`config.mk`:
```
export PLATFORM = sky130hd
export DESIGN_NAME = ssp_port
export DESIGN_NICKNAME = d
export VERILOG_FILES = /design/src/ssp_pkg.sv /design/src/ssp_tx_if.sv /design/src/ssp_tx.sv /design/src/ssp_port.sv
export VERILOG_INCLUDE_DIRS = /design/src
export SDC_FILE = /design/constraint.sdc
export NUM_CORES = 1
export LEC_CHECK = 0
export BUFFER_PORTS_ARGS = -buffer_cell sky130_fd_sc_hd__buf_4
export CORE_MARGIN = 2
export CORE_UTILIZATION = 31
export DETAILED_ROUTE_END_ITERATION = 6
export PLACE_DENSITY = 0.48
export SETUP_SLACK_MARGIN = 0.5
export SLEW_MARGIN = 5
export SYNTH_ARGS = -nofsm -noshare
export SYNTH_HDL_FRONTEND = slang
export SYNTH_SLANG_ARGS = --single-unit
```
`constraint.sdc`:
```
create_clock -name clock -period 6.9 [get_ports clock]
set_input_delay 0.69 -clock clock [delete_from_list [all_inputs] [get_ports clock]]
set_output_delay 0.69 -clock clock [all_outputs]
set_load 0.005 [all_outputs]
```
`src/ssp_regs.svh`:
```
// constants of the supply-line serial command port
`ifndef SSP_REGS_SVH
`define SSP_REGS_SVH
`define SSP_RD_BITS 6'h10
`define SSP_WR_BITS 6'h20
`define SSP_RD_SYNC 15:14
`define SSP_WR_SYNC 31:30
`define SSP_RD_PAY 13:3
`define SSP_WR_PAY 29:3
`define SSP_CHK 2:0
`define SSP_F_RW 26
`define SSP_F_TGT 25:22
`define SSP_F_ADDR 21:16
`define SSP_F_DATA 15:0
`define SSP_RD_LEN 5'h0b
`define SSP_WR_LEN 5'h1b
`define SSP_ACCESS_ADDR 6'h3f
`define SSP_ACCESS_KEY 16'h62d2
`define SSP_CRC_POLY 3'h3
`define SSP_CRC_PRESET 3'h7
`define SSP_RSP_LAST 5'h14
`endif

```
`src/ssp_pkg.sv`:
```
// types and check-field function of the serial command port
`include "ssp_regs.svh"
package ssp_pkg;
    typedef enum logic [1:0] {
        SSP_IDLE = 2'b00,
        SSP_MEAS = 2'b01,
        SSP_BITS = 2'b10
    } ssp_rx_state_t;

    // msb first over the low n bits of d
    function automatic logic [2:0] ssp_crc3(input logic [26:0] d, input logic [4:0] n);
        logic [2:0] c;
        logic fb;
        c = `SSP_CRC_PRESET;
        fb = 1'b0;
        for (int i = 26; i >= 0; i--) begin
            if (i < int'(n)) begin
                fb = d[i] ^ c[2];
                c = {c[1:0], 1'b0} ^ ({3{fb}} & `SSP_CRC_POLY);
            end
        end
        return c;
    endfunction
endpackage

```
`src/ssp_tx_if.sv`:
```
// link between the frame decoder and the answer transmitter
`timescale 1ns/1ps
interface ssp_tx_if #(parameter int CNT_W = 16);
    logic ce;
    logic start;
    logic abort;
    logic [15:0] data;
    logic [CNT_W-1:0] half;
    logic busy;
    logic drive_low;
    modport ctl(output ce, start, abort, data, half, input busy, drive_low);
    modport tx(input ce, start, abort, data, half, output busy, drive_low);
endinterface

```
`src/ssp_tx.sv`:
```
// manchester answer transmitter at the measured half-bit time
`timescale 1ns/1ps
`include "ssp_regs.svh"
module ssp_tx #(parameter int CNT_W = 16) (
    input wire logic clock,
    input wire logic rstn,
    ssp_tx_if.tx tx
);
    logic busy_reg;
    logic phase_reg;
    logic [20:0] sh_reg;
    logic [4:0] nbit_reg;
    logic [CNT_W-1:0] cnt_reg;

    always_ff @(posedge clock or negedge rstn) begin
        if (!rstn) begin
            busy_reg <= 1'b0;
            phase_reg <= 1'b0;
            sh_reg <= 21'h00_0000;
            nbit_reg <= 5'h00;
            cnt_reg <= '0;
        end else if (tx.ce) begin
            if (tx.abort) begin
                busy_reg <= 1'b0;
            end else if (tx.start && !busy_reg) begin
                // two zero sync bits, data msb first, then check field
                sh_reg <= {2'h0, tx.data, ssp_pkg::ssp_crc3({11'h000, tx.data}, 5'h10)};
                nbit_reg <= 5'h00;
                phase_reg <= 1'b0;
                cnt_reg <= {{(CNT_W-1){1'b0}}, 1'b1};
                busy_reg <= 1'b1;
            end else if (busy_reg) begin
                if (cnt_reg >= tx.half) begin
                    cnt_reg <= {{(CNT_W-1){1'b0}}, 1'b1};
                    phase_reg <= ~phase_reg;
                    if (phase_reg) begin
                        sh_reg <= {sh_reg[19:0], 1'b0};
                        nbit_reg <= nbit_reg + 5'h01;
                        busy_reg <= (nbit_reg != `SSP_RSP_LAST);
                    end
                end else begin
                    cnt_reg <= cnt_reg + {{(CNT_W-1){1'b0}}, 1'b1};
                end
            end
        end
    end

    // first half carries the bit level, so a 0 rises mid-cell
    assign tx.drive_low = busy_reg & (phase_reg ? sh_reg[20] : ~sh_reg[20]);
    assign tx.busy = busy_reg;
endmodule // ssp_tx

```
`src/ssp_port.sv`:
```
// supply-line manchester command port: decoder, mode control, answers
`timescale 1ns/1ps
`include "ssp_regs.svh"
module ssp_port #(
    parameter int CNT_W = 16,
    parameter int MIN_HALF = 4
) (
    input wire logic clock,
    input wire logic rstn,
    input wire logic clk_en,
    input wire logic supply_rx,
    input wire logic serial_supply_port_disable,
    input wire logic die_strap_low,
    input wire logic die_strap_high,
    input wire logic angle_pwm_low,
    input wire logic pwm_pin_in,
    output logic pwm_pin_out,
    output logic pwm_pin_oe,
    output logic reg_wr_valid,
    output logic [5:0] reg_wr_addr,
    output logic [15:0] reg_wr_data,
    output logic reg_rd_valid,
    output logic [5:0] reg_rd_addr,
    input wire logic [15:0] reg_rd_data,
    output logic comm_mode,
    output logic frame_crc_error
);
    // =====================================================
    // elaboration checks
    if (CNT_W < 4 || CNT_W > 24) begin : g_bad_cnt
        $error("CNT_W out of range");
    end
    if (MIN_HALF < 2 || MIN_HALF >= (1 << (CNT_W - 2))) begin : g_bad_min
        $error("MIN_HALF out of range");
    end

    localparam logic [CNT_W-1:0] CNT_ONE = {{(CNT_W-1){1'b0}}, 1'b1};
    localparam logic [CNT_W-1:0] CNT_MAX = {CNT_W{1'b1}};
    localparam logic [CNT_W-1:0] HALF_MIN = CNT_W'(MIN_HALF);

    // =====================================================
    // state
    ssp_pkg::ssp_rx_state_t state_reg;
    logic rx_prev_reg;
    logic [CNT_W-1:0] cnt_reg;
    logic [CNT_W-1:0] half_reg;
    logic [5:0] nbit_reg;
    logic [31:0] shift_reg;
    logic [1:0] die_id_reg;
    logic strap_done_reg;
    logic comm_mode_reg;
    logic rd_pend_reg;
    logic wr_valid_reg;
    logic [5:0] wr_addr_reg;
    logic [15:0] wr_data_reg;
    logic [5:0] rd_addr_reg;
    logic crc_err_reg;
    logic pwm_oe_reg;

    ssp_tx_if #(.CNT_W(CNT_W)) txi ();

    // =====================================================
    // line edges and bit windows
    logic rise;
    logic fall;
    logic edge_seen;
    logic [CNT_W-1:0] win_lo;
    logic [CNT_W-1:0] win_hi;
    logic take_bit;
    logic frame_end;

    assign rise = ~rx_prev_reg & supply_rx;
    assign fall = rx_prev_reg & ~supply_rx;
    assign edge_seen = rise | fall;
    // cell boundary edges land near one half-bit and are skipped;
    // mid-cell edges land near two half-bits after the previous one
    assign win_lo = half_reg + (half_reg >> 1);
    assign win_hi = (half_reg << 1) + half_reg;
    assign take_bit = (state_reg == ssp_pkg::SSP_BITS) && edge_seen && (cnt_reg >= win_lo);
    assign frame_end = (state_reg == ssp_pkg::SSP_BITS) && !serial_supply_port_disable && !edge_seen
                       && (cnt_reg >= win_hi);

    // =====================================================
    // frame fields
    logic is_rd_len;
    logic is_wr_len;
    logic sync_ok;
    logic [26:0] pay;
    logic [4:0] pay_len;
    logic crc_ok;
    logic frame_ok;
    logic f_read;
    logic f_write;
    logic [3:0] f_tgt;
    logic [5:0] f_addr;
    logic [15:0] f_data;
    logic id_hit;
    logic is_ctrl;

    assign is_rd_len = (nbit_reg == `SSP_RD_BITS);
    assign is_wr_len = (nbit_reg == `SSP_WR_BITS);
    assign sync_ok = is_rd_len ? (shift_reg[`SSP_RD_SYNC] == 2'h0)
                               : (shift_reg[`SSP_WR_SYNC] == 2'h0);
    // reads are aligned to the write layout so field positions are shared
    assign pay = is_rd_len ? {shift_reg[`SSP_RD_PAY], 16'h0000} : shift_reg[`SSP_WR_PAY];
    assign pay_len = is_rd_len ? `SSP_RD_LEN : `SSP_WR_LEN;
    assign crc_ok = ssp_pkg::ssp_crc3(is_rd_len ? {16'h0000, shift_reg[`SSP_RD_PAY]}
                                                : shift_reg[`SSP_WR_PAY],
                                      pay_len) == shift_reg[`SSP_CHK];
    assign f_read = is_rd_len && pay[`SSP_F_RW];
    assign f_write = is_wr_len && !pay[`SSP_F_RW];
    assign f_tgt = pay[`SSP_F_TGT];
    assign f_addr = pay[`SSP_F_ADDR];
    assign f_data = pay[`SSP_F_DATA];
    assign frame_ok = frame_end && sync_ok && crc_ok && (f_read || f_write);
    assign id_hit = f_tgt[die_id_reg];
    assign is_ctrl = f_write && (f_addr == `SSP_ACCESS_ADDR);

    // =====================================================
    // die identity from straps, caught once after reset release
    always_ff @(posedge clock or negedge rstn) begin
        if (!rstn) begin
            die_id_reg <= 2'h0;
            strap_done_reg <= 1'b0;
        end else if (clk_en && !strap_done_reg) begin
            die_id_reg <= {die_strap_high, die_strap_low};
            strap_done_reg <= 1'b1;
        end
    end

    // =====================================================
    // receiver: rate measurement and bit sampling
    always_ff @(posedge clock or negedge rstn) begin
        if (!rstn) begin
            rx_prev_reg <= 1'b1;
        end else if (clk_en) begin
            rx_prev_reg <= supply_rx;
        end
    end

    always_ff @(posedge clock or negedge rstn) begin
        if (!rstn) begin
            state_reg <= ssp_pkg::SSP_IDLE;
            cnt_reg <= '0;
            half_reg <= HALF_MIN;
            nbit_reg <= 6'h00;
            shift_reg <= 32'h0000_0000;
        end else if (clk_en) begin
            if (serial_supply_port_disable) begin
                state_reg <= ssp_pkg::SSP_IDLE;
            end else begin
                unique case (state_reg)
                    ssp_pkg::SSP_IDLE: begin
                        // idle line is high; the first sync cell opens low
                        if (fall) begin
                            state_reg <= ssp_pkg::SSP_MEAS;
                            cnt_reg <= CNT_ONE;
                        end
                    end
                    ssp_pkg::SSP_MEAS: begin
                        if (rise) begin
                            // first half cell sets the rate for this frame
                            half_reg <= cnt_reg;
                            cnt_reg <= CNT_ONE;
                            nbit_reg <= 6'h01;
                            shift_reg <= 32'h0000_0000;
                            state_reg <= (cnt_reg < HALF_MIN) ? ssp_pkg::SSP_IDLE
                                                               : ssp_pkg::SSP_BITS;
                        end else if (fall || cnt_reg == CNT_MAX) begin
                            state_reg <= ssp_pkg::SSP_IDLE;
                        end else begin
                            cnt_reg <= cnt_reg + CNT_ONE;
                        end
                    end
                    ssp_pkg::SSP_BITS: begin
                        if (take_bit) begin
                            // falling mid-cell edge carries a one
                            shift_reg <= {shift_reg[30:0], fall};
                            nbit_reg <= (nbit_reg == 6'h3f) ? nbit_reg : nbit_reg + 6'h01;
                            cnt_reg <= CNT_ONE;
                        end else if (frame_end) begin
                            state_reg <= ssp_pkg::SSP_IDLE;
                        end else if (cnt_reg != CNT_MAX) begin
                            cnt_reg <= cnt_reg + CNT_ONE;
                        end
                    end
                    default: begin
                        state_reg <= ssp_pkg::SSP_IDLE;
                    end
                endcase
            end
        end
    end

    // =====================================================
    // mode control
    always_ff @(posedge clock or negedge rstn) begin
        if (!rstn) begin
            comm_mode_reg <= 1'b0;
        end else if (clk_en && frame_ok && is_ctrl) begin
            // broadcast: the target mask is not looked at
            comm_mode_reg <= (f_data == `SSP_ACCESS_KEY);
        end
    end

    always_ff @(posedge clock or negedge rstn) begin
        if (!rstn) begin
            crc_err_reg <= 1'b0;
        end else if (clk_en) begin
            crc_err_reg <= frame_end && sync_ok && (is_rd_len || is_wr_len) && !crc_ok;
        end
    end

    // =====================================================
    // register writes
    always_ff @(posedge clock or negedge rstn) begin
        if (!rstn) begin
            wr_valid_reg <= 1'b0;
            wr_addr_reg <= 6'h00;
            wr_data_reg <= 16'h0000;
        end else if (clk_en) begin
            // nothing but the access frame acts outside communication mode
            wr_valid_reg <= frame_ok && f_write && !is_ctrl && comm_mode_reg
                            && (f_tgt == 4'h0 || id_hit);
            if (frame_ok && f_write) begin
                wr_addr_reg <= f_addr;
                wr_data_reg <= f_data;
            end
        end
    end

    // =====================================================
    // read requests and answer start
    always_ff @(posedge clock or negedge rstn) begin
        if (!rstn) begin
            rd_pend_reg <= 1'b0;
            rd_addr_reg <= 6'h00;
        end else if (clk_en) begin
            if (frame_ok && f_read && comm_mode_reg && id_hit && !txi.busy) begin
                rd_pend_reg <= 1'b1;
                rd_addr_reg <= f_addr;
            end else begin
                rd_pend_reg <= 1'b0;
            end
        end
    end

    // a read that arrives while an answer is still going out is dropped
    assign txi.ce = clk_en;
    assign txi.start = rd_pend_reg && comm_mode_reg;
    assign txi.abort = !comm_mode_reg;
    assign txi.data = reg_rd_data;
    assign txi.half = half_reg;

    ssp_tx #(.CNT_W(CNT_W)) u_tx (
        .clock(clock),
        .rstn(rstn),
        .tx(txi)
    );

    // =====================================================
    // pulse-width pin: open drain, enable pulls low
    always_ff @(posedge clock or negedge rstn) begin
        if (!rstn) begin
            pwm_oe_reg <= 1'b0;
        end else if (clk_en) begin
            // angle output is cut at once, even mid-pulse
            pwm_oe_reg <= comm_mode_reg ? txi.drive_low : angle_pwm_low;
        end
    end

    assign pwm_pin_out = 1'b0;
    assign pwm_pin_oe = pwm_oe_reg;
    assign reg_wr_valid = wr_valid_reg;
    assign reg_wr_addr = wr_addr_reg;
    assign reg_wr_data = wr_data_reg;
    assign reg_rd_valid = rd_pend_reg;
    assign reg_rd_addr = rd_addr_reg;
    assign comm_mode = comm_mode_reg;
    assign frame_crc_error = crc_err_reg;
endmodule // ssp_port

```
# Word-level counts from Yosys, hierarchy flattened

Index checks and enable logic that the tools add are counted.
W data, S select, Z words.

Word-level logic and storage cells: 354
Output and inout port bits: 34
Flip-flop bits (word level): 153
Input bits: 25

Eq/ne operators: 22
Bitwise gates (word level): 95
$lt $le $gt $ge: 32
Reductions and logical operators: 56
Add/sub/neg operators: 6
Multiplexer cells: 122

Operator list:

| operator                | count |
|---|---|
| $mux W3                 | 72 |
| $mux W16                | 9 |
| $xor A3 B2 Y3           | 41 |
| $mux W21                | 4 |
| $mux W32                | 2 |
| $pmux W32 S2            | 1 |
| $lt A5 B5 Y1 const A    | 11 |
| $mux W27                | 2 |
| $ge A16 B16 Y1          | 3 |
| $pmux W16 S3            | 1 |
| $xor A1 B1 Y1           | 41 |
| $lt A4 B5 Y1 const A    | 8 |
| $add A16 B1 Y16 const B | 2 |
| $logic_and A1 B1 Y1     | 26 |
| $mux W5                 | 5 |
| $lt A3 B5 Y1 const A    | 4 |
| $eq A6 B6 Y1 const B    | 3 |
| $mux W6                 | 3 |
| $add A16 B15 Y16        | 1 |
| $add A16 B16 Y16        | 1 |
| $eq A16 B15 Y1 const B  | 1 |
| $eq A16 B16 Y1 const B  | 1 |
| $lt A16 B3 Y1 const B   | 1 |
| $ne A16 B16 Y1 const B  | 1 |
| 35 further kinds        | 89 |

# Longest topological paths before layout

Gate-level depths: netlist of the first run.

Word-level depth: 91
Mapped depth: 23
Depth with buffers taken out: 22

# Cells and area by module

From an unflattened synthesis of the first run, not the netlist that was laid out.

Cells, all modules: 1,072
Area total of the unflattened synthesis: 9,857.0 µm²

Modules (own cells, without submodules):

| module   | instances | cells an instance | area an instance (µm²) | seq. area each (µm²) |
|---|---|---|---|---|
| ssp_port | 1         | 760               | 7,081.8                | 2,730.1 |
| ssp_tx   | 1         | 312               | 2,775.2                | 1,101.1 |

# Worst setup path before layout of the first run

Ideal clock, no wire load.

Path type: register to register
Start point: register half_reg[1]
End point: register cnt_reg[4]
Setup time: 83 ps
Arrival: 5,047 ps
Cell stages (with the launch flop): 22
Required time: 6,817 ps
Clock period less this slack: 5,130 ps
Buffers on the path: 0
Slack: 1,770 ps
Cell sequence: dfrtp_1 ha_1 fa_1 a21o_1 a21oi_1 o21bai_1 a21oi_1 o21bai_1 a21oi_1 o21bai_1 a2111oi_0 o31ai_1 a21oi_1 xor2_1 ha_1 a21o_1 a21oi_1 o211ai_1 a21bo_2 a21oi_1 or4b_2 o21ai_0

Longest elaborated chain between the ends: 5
Elaborated cells between the ends (all ways): 11
Classes of those cells: add/sub: 2; order compare: 2; eq/ne: 2; mux: 2; reduce/logical: 3

Ends and longest elaborated chain:

| element                                                            | line                           | RTL |
|---|---|---|
| start: declaration                                                 | ssp_port.sv:46                 | `logic [CNT_W-1:0] half_reg;` |
| start signal: assignment                                           | ssp_port.sv:163                | `half_reg <= cnt_reg;` |
| $add A16 B15 Y16 / $add A16 B16 Y16 (equally long branches)        | ssp_port.sv:77, ssp_port.sv:78 |  |
| $ge A16 B16 Y1, on equally long branches                           | ssp_port.sv:79, ssp_port.sv:81 |  |
| $logic_and A1 B1 Y1, on equally long branches                      | ssp_port.sv:79, ssp_port.sv:81 |  |
| $ne A3 B2 Y1 (no line) (tied with other cells)                     | --                             |  |
| $reduce_and A7 Y1 (no line) / $pmux W16 S3 (equally long branches) | --                             |  |
| end signal: assignment                                             | ssp_port.sv:172                | `cnt_reg <= cnt_reg + CNT_ONE;` |
| end signal: assignment                                             | ssp_port.sv:184                | `cnt_reg <= cnt_reg + CNT_ONE;` |
| end: declaration                                                   | ssp_port.sv:45                 | `logic [CNT_W-1:0] cnt_reg;` |

Several ways; a longest one is shown, not always the timed one.
A chain may end at the register's enable or synchronous reset.

# Worst setup path after layout of the first run

Start point: register half_reg[2]
End point: register cnt_reg[4]

The elaborated chain is that of the path after synthesis.

==> results of run 1 <==
-- cell families (layout without fill, tap and decap cells) --
family,count (synthesis),in the layout
compound gates,213,213
fa+ha+maj,77,77
mux,51,51
xor+xnor,81,81
simple gates,324,324
flops,153,153
other cells,1,1
buf+inv,104,158
-- final timing paths --
path | startpoint | end | cells after the start
worst min register to register | strap_done_reg | strap_done_reg | 1
max in group asynchronous | rstn | u_tx.sh_reg[2] | 2
worst max register to register | half_reg[2] | cnt_reg[4] | 22
min in group clock | strap_done_reg | strap_done_reg | 1
worst min-delay path | rstn | cnt_reg[12] | 1
worst max-delay path | half_reg[2] | cnt_reg[4] | 22
-- layer usage --
layer  track usage, %  up-vias  routed length (um)
met5                0        -                   0
met3             2.76       12                 555
met4             3.41        0                 193
li1                 -     3581                   -
met1             19.9     3407               11100
met2             23.0       70               10200
-- power by group --
group          internal [mW]  total, mW  switching [mW]
logic                  0.461      0.981           0.520
registers              0.961       1.07           0.105
clock network          0.586       1.02           0.437
-- Yosys cell counts, types with 10 or more instances --
cell      number
mux2_2        24
xnor2_1       54
nor2b_1       11
nand2_1      152
and3_1        15
mux2i_1       20
nor2_1        43
a211oi_1      10
nand2b_1      31
o221a_2       16
nand4_1       10
xor2_1        23
clkbuf_1      33
a21o_1        21
a21oi_1       36
dfrtp_1      151
nand3_1       20
ha_1          76
inv_1         65
o21ai_0       83
-- layout make-up --
type                    instances  area (sq um)  area share [%]
clock buffers                  17           425            3.88
clock inverters                15           206            1.88
inverters                      65           244            2.23
multi-input cells             747          5290            48.3
flip-flops and latches        153          3830            35.0
well taps                     396           495            4.52
repair buffers                 61           462            4.21
==> results.yml, run 1 <==
clock_tree:
  cts-root-buf: "clkbuf_16"
  clk_pin_slew_ps: 70
  cts_max_level: 4
  cts_resized: 0
  clk_latency_ps: 440
  ctsHoldBuffers: 0
  postCtsSetupBuffers: 0
  cts_buffer_depth: 2
  cts_tree: "built"
  cts_sinks: 153
  numCtsBuffers: 17
sta:
  rsz0062_at_grt: "false"
  fin_setup_tns_ps: 0
  worst_pin_slew_ps: 1170
  slew_headroom_pct: 21.7
  maxSlewViolCount: 0
  setup_violations: 0
  fin_skew_ps: 17.7
  fin_ws_ps: 1090
  min_period_ps: 5810
  hold_violations: 0
  fin_crit_sh_pct: 84.1
  fin_hold_ws_ps: 378
  fmax_mhz: 172
worst_hold_path:
  min_path_type: "primary input to asynchronous set/reset pin"
pwr:
  leakage_nw: 5.21
  powerDensity_mw_per_mm2: 280
  irDropWorstVdd_mv: 0.175
  finalPower_mw: 3.07
detailed_routing:
  firstDrtPassIters: 5
  routed_wl_um: 22100
  wl_per_cell_um: 15.2
  drcViolationCount: 0
  final_antenna_net_count: 0
  vias_per_cell: 4.86
  vias: 7070
  drt_iter0_markers: 338
synthesis:
  yosys.area_share.simple_pct: 16.3
  synth_top_family_by_area: "simple AND/OR/NAND/NOR gates"
  synth_xor_xnor_area_share_pct: 7.95
  ys_seq_area_share_pct: 40.1
  synth.area.mux_share_pct: 6.26
  synth_cell_types: 74
  synth_seq_cells: 153
  netlist.area_leader.share_pct: 39.6
  yosysWarningCount: 0
  synth_area_per_cell_sq_um: 9.51
  async_reset_ff_share_pct: 100
  synth_edf_count: 0
  synth_area_leaders: "dfrtp_1, ha_1, nand2_1, xnor2_1, o21ai_0"
  syn_inst: 1004
  netlist_area_sq_mm: 0.00955
  synthFlopType: "dfrtp_1"
  syn_nets: 1106
  yosys.area.top_type: "dfrtp_1"
  synthAdderAreaFrac_pct: 10.2
  synth_compound_area_share_pct: 14.5
placement:
  preCtsSetupSlack_ps: 881
  dp_hpwl_um: 15600
  gp_congestion: 0.745
  placed_cell_area_sq_mm: 0.0103
  port-buffer-count: 56
  dp_cells: 1422
final_layout:
  syn2layout_area_growth_pct: 14.7
  layout_common_cells: "nand2_1, dfrtp_1, o21ai_0"
  layout.core_utilization_pct: 36.0
  instances_no_fill: 1454
  layout-drive-gt1-share_pct: 15.0
  antenna_cells: 0
  largest_reg_flops: 32
  final_area_sq_mm: 0.0110
  nFillCells: 3127
  nets: 1147
floorplanning:
  die_area_sq_mm: 0.0322
  core_area_sq_mm: 0.0304
  initial_core_util_pct: 31.4
  die_w_um: 180
  fp.dieH_um: 180
  io_pins: 59
  rows: 64
setup_path:
  startpoint_type: "flop"
  path_delay_family: "compound AO/OA/AOI/OAI gates"
  crit_chain: "ha_1 -> a21o_1 -> a21oi_1 -> o21bai_1 -> a21oi_1 -> nor2b_1 -> o21a_1 -> o31a_1 -> o41ai_1 -> o21bai_1 -> a21oi_1 -> xor2_1 -> ha_1 -> a21o_1 -> a21o_1 -> a21oi_1 -> o211ai_1 -> a21bo_2 -> a21oi_1 -> buf_4 -> or4b_2 -> o21ai_0"
  cp_data_arrival_time_ps: 6150
  path_max_fanout: 14
  cpMostUsedCell: "a21oi_1"
  cp-end-kind: "flop"
  crit_buf_inv: 1
  required_ps: 7250
  ff2ff_setup_slack_ps: 1090
  slowest_delay_ps: 590
  crit_slowest_cell: "o41ai_1"
  criticalPathCategory: "flop to flop"
global_routing:
  grt_pass1_wl_um: 37600
  antenna_found_initial: 0
  grt_start_max_net_pins: 99
  grt_pass1_vias: 7071
  grt_use_total_pct: 14.3
  overflow: 0
outcome:
  status: "completed"
flow_run:
  cap_violations: 0
Power figures use the tool's default switching activity.
==> inputs of run 2 (changes only) <==
Settings changed: PLACE_DENSITY 0.48 to 0.5.
Clock period 6.9 ns to 4.65 ns, I/O delays scaled along.
==> results.yml, run 2 (synthesis results as in run 1) <==
clock_tree:
  clk_pin_slew_ps: 70
  cts_tree: "built"
  cts_max_level: 4
  cts-root-buf: "clkbuf_16"
  cts_buffer_depth: 2
  numCtsBuffers: 17
  clk_latency_ps: 440
  cts_sinks: 153
final_layout:
  layout.core_utilization_pct: 41.1
  syn2layout_area_growth_pct: 31.1
  antenna_cells: 0
  nFillCells: 2983
  nets: 1231
  mostFrequentLayoutCell: "dfrtp_1"
  largest_reg_flops: 32
  layout_common_cells: "dfrtp_1, nand2_1, buf_4"
  layout-drive-gt1-share_pct: 30.0
  multi_input_area_sq_mm: 0.00589
  ff_latch_area_sq_mm: 0.00383
sta:
  hold_violations: 0
  fin_skew_ps: 23.9
  fmax_mhz: 207
  fin_crit_sh_pct: 104
  maxSlewViolCount: 0
  slew_headroom_pct: 45.7
  fin_setup_tns_ps: -8440
  min_period_ps: 4840
  rsz0062_at_grt: "true"
  setup_violations: 81
  worst_pin_slew_ps: 814
  fin_ws_ps: -188
  fin_hold_ws_ps: 74.5
placement:
  dp_hpwl_um: 16200
  gp_congestion: 0.791
  port-buffer-count: 56
  preCtsSetupSlack_ps: -407
setup_path:
  criticalPathCategory: "flop to flop"
  path_delay_family: "compound AO/OA/AOI/OAI gates"
  cpMostUsedCell: "a21oi_2"
  slowest_delay_ps: 440
  crit_buf_inv: 5
  startpoint_type: "flop"
  path_max_fanout: 5
  cp-end-kind: "flop"
  crit_slowest_cell: "dfrtp_2"
  required_ps: 4970
  cp_data_arrival_time_ps: 5150
floorplanning:
  rows: 64
  die_area_sq_mm: 0.0322
  core_area_sq_mm: 0.0304
  die_w_um: 180
  initial_core_util_pct: 31.4
  fp.dieH_um: 180
  io_pins: 59
detailed_routing:
  vias_per_cell: 4.96
  drt_iter0_markers: 448
  wl_per_cell_um: 15.7
  routed_wl_um: 24100
  met3_length_um: 527
  wl_met1_um: 11500
  vias: 7624
  wl_met2_um: 11700
  drcViolationCount: 0
  final_antenna_net_count: 0
  firstDrtPassIters: 5
  topRoutingLayerUsed: "met4"
pwr:
  leakage_nw: 5.88
  irDropWorstVdd_mv: 0.285
  powerDensity_mw_per_mm2: 390
  finalPower_mw: 4.88
global_routing:
  antenna_found_initial: 0
  grt_start_max_net_pins: 82
  overflow: 0
  grt_pass1_wl_um: 39700
  grt_use_total_pct: 15.1
  grt_pass1_vias: 7600
outcome:
  violations: "negative setup slack"
  status: "finished, violations left"
flow_run:
  cap_violations: 0
worst_hold_path:
  min_path_type: "primary input to asynchronous set/reset pin"
[run 2: worst register-to-register path, stage by stage, from the launching register on]
cell	delay, ps
dfrtp_2	440
ha_4	180
fa_2	330
a21o_1	190
a21oi_2	140
o21bai_1	90
a21oi_2	160
o21bai_1	90
a21oi_2	170
o21bai_2	120
a2111oi_4	320
o31ai_1	100
a21oi_1	180
xor2_1	120
buf_4	150
buf_4	130
ha_4	260
nand2_2	70
nor2_2	120
a21oi_2	90
buf_4	150
or3_4	420
inv_6	90
nand4_4	120
buf_12	210
mux2_4	290
[run 2: final cells by class]
class,count,area share [%]
multi-input cells,748,47.1
flip-flops and latches,153,30.6
repair buffers,144,11.7
well taps,396,3.96
clock buffers,18,3.43
inverters,65,1.99
clock inverters,14,1.25
[run 2: path summary, 6_finish.rpt]
check / start / to / slack (ps) / cells after the start
max in group asynchronous: rstn / shift_reg[17] / 3440 / 2
max reg2reg: half_reg[1] / reg_wr_addr[3] / -190 / 25
max: half_reg[1] / reg_wr_addr[3] / -190 / 25
min reg2reg: strap_done_reg / strap_done_reg / 470 / 1
min: rstn / cnt_reg[12] / 70 / 1
min in group clock: die_strap_high / die_id_reg[1] / 260 / 2
[run 2: power breakdown]
group | leakage, nW | internal, mW | switching, mW
Sequential | 2.00 | 1.43 | 0.173
Combinational | 3.59 | 0.926 | 0.929
Clock | 0.281 | 0.763 | 0.667
Total | 5.88 | 3.12 | 1.77
[run 2: stage by stage]
step	cells	instance area (sq um)
3_3_place_gp	1463	10700
5_1_grt	1538	12500
2_1_floorplan	1004	9700
3_5_place_dp	1463	10700
6_report	1538	12500
4_1_cts	1520	11900
[run 2: metal layers]
layer | global-route usage, % | vias to the layer above
li1 | - | 3757
met5 | 0 | -
met3 | 2.55 | 26
met1 | 20.4 | 3744
met2 | 24.6 | 97
met4 | 4.59 | 0
[run 2: what timing repair did]
| item | in CTS | in global routing |
|---|---|---|
| gates cloned | 6 | 8 |
| setup buffers | 19 | 10 |
| endpoints found under the setup margin | 88 | 106 |
| pin swaps | 27 | 37 |
| gates resized for setup | 80 | 121 |
| hold buffers | 0 | 0 |
| endpoints found under the hold margin | 0 | 0 |
==> inputs of run 3 (changes only) <==
Settings changed: CORE_MARGIN 2 to 5.
==> results.yml, run 3 (synthesis results as in run 1) <==
outcome:
  violations: "negative setup slack"
  status: "finished, violations left"
clock_tree:
  cts_sinks: 153
  cts_tree: "built"
  cts_max_level: 4
  cts_buffer_depth: 2
  clk_latency_ps: 430
  cts-root-buf: "clkbuf_16"
  ctsHoldBuffers: 0
  numCtsBuffers: 17
  clk_pin_slew_ps: 70
final_layout:
  nets: 1227
  antenna_cells: 0
  largest_reg_flops: 32
  syn2layout_area_growth_pct: 30.7
  layout.core_utilization_pct: 40.9
  mostFrequentLayoutCell: "dfrtp_1"
  layout-drive-gt1-share_pct: 30.0
  layout_common_cells: "dfrtp_1, nand2_1, buf_4"
  nFillCells: 2971
sta:
  fin_ws_ps: -172
  slew_headroom_pct: 22.3
  min_period_ps: 4820
  fin_crit_sh_pct: 104
  setup_violations: 79
  maxSlewViolCount: 0
  rsz0062_at_grt: "true"
  fin_skew_ps: 17.4
  hold_violations: 0
  fin_hold_ws_ps: 45.3
  fmax_mhz: 207
  worst_pin_slew_ps: 1160
floorplanning:
  die_w_um: 186
  rows: 64
  fp.dieH_um: 186
  initial_core_util_pct: 31.3
  core_area_sq_mm: 0.0305
  io_pins: 59
  die_area_sq_mm: 0.0344
global_routing:
  grt_start_max_net_pins: 82
  antenna_found_initial: 0
  grt_pass1_wl_um: 38100
  grt_pass1_vias: 7355
  overflow: 0
  grt_use_total_pct: 13.7
detailed_routing:
  vias_per_cell: 4.91
  vias: 7530
  drcViolationCount: 0
  wl_per_cell_um: 15.9
  final_antenna_net_count: 0
  drt_iter0_markers: 471
  routed_wl_um: 24400
  firstDrtPassIters: 5
setup_path:
  ff2ff_path_depth: 22
  r2r_end: "cnt_reg[4]"
  startpoint_type: "flop"
  cp_data_arrival_time_ps: 5180
  ff2ff_setup_slack_ps: -170
  cp-end-kind: "flop"
  path_max_fanout: 5
  required_ps: 5010
  cp-startpoint: "half_reg[2]"
  criticalPathCategory: "flop to flop"
  rr_startpoint: "half_reg[2]"
flow_run:
  cap_violations: 0
pwr:
  irDropWorstVdd_mv: 0.260
  leakage_nw: 5.86
  powerDensity_mw_per_mm2: 396
placement:
  preCtsSetupSlack_ps: -326
  gp_congestion: 0.757
  dp_hpwl_um: 16100
  port-buffer-count: 56
worst_hold_path:
  min_path_type: "primary input to asynchronous set/reset pin"
## run 3: cell count changes in the layout (fill, tap and decap cells not counted), sizes merged
cell      change
bufinv        +1
buf           -6
clkbuf        +3
clkinvlp      -1
nand4         -1
## run 3: worst max-delay path: stages, from the launching register on
cell	delay [ps]
dfstp_2	600
ha_4	210
a21o_1	160
a21oi_2	160
o21bai_1	90
a21oi_2	150
nor2b_1	60
o21a_1	180
o31a_1	270
o41ai_2	200
buf_4	180
o21bai_1	80
a21oi_2	130
xor2_1	260
ha_1	290
a21o_1	160
a21o_1	180
a21oi_2	170
o211ai_1	200
a21bo_4	300
a21oi_4	180
or4b_4	480
o21ai_2	60
## run 3: area by class of cell
| cell class | count | area, sq um | area share [%] |
|---|---|---|---|
| clock inverters | 14 | 176 | 1.41 |
| multi-input cells | 747 | 5890 | 47.1 |
| well taps | 396 | 495 | 3.97 |
| flip-flops and latches | 153 | 3830 | 30.7 |
| clock buffers | 18 | 439 | 3.52 |
| inverters | 65 | 246 | 1.97 |
| repair buffers | 141 | 1410 | 11.3 |
## run 3: how the worst max path moves through the flow
stage and endpoint:
6_report cnt_reg[4], 5_1_grt reg_wr_addr[4], 4_1_cts cnt_reg[4], 3_5_place_dp cnt_reg[4], 3_3_place_gp cnt_reg[4], 2_1_floorplan cnt_reg[4]
## run 3: per-layer routing
metal	part of all wire [%]	up-vias	GRT usage [%]	wire length (um)
li1	-	3750	-	-
met1	47	3683	18.9	11500
met2	49	79	22.7	12100
met3	2.1	18	2.13	521
met4	1.1	0	3.09	260
met5	0	-	0	0
## run 3: per-stage QoR
step	instances	power [mW]	setup TNS [ps]	cell area, sq um
6_report	1534	4.94	-6760	12500
5_1_grt	1534	5.28	-26610	12500
4_1_cts	1515	4.77	-8050	11800
3_5_place_dp	1465	3.17	-15670	10800
3_3_place_gp	1465	3.15	-14400	10800
2_1_floorplan	1004	2.76	0	9700
## run 3: where the power goes
group          internal (mW)  total, mW  switching (mW)
Sequential              1.43       1.60           0.177
Combinational          0.937       1.85           0.916
Clock                  0.831       1.49           0.656
Total                   3.19       4.94            1.75
## run 3: repair_timing
action,CTS,global route
buffers inserted,17,6
pin swaps,31,36
endpoints found under the setup margin,88,105
gates resized for setup,52,146
cloned,1,13
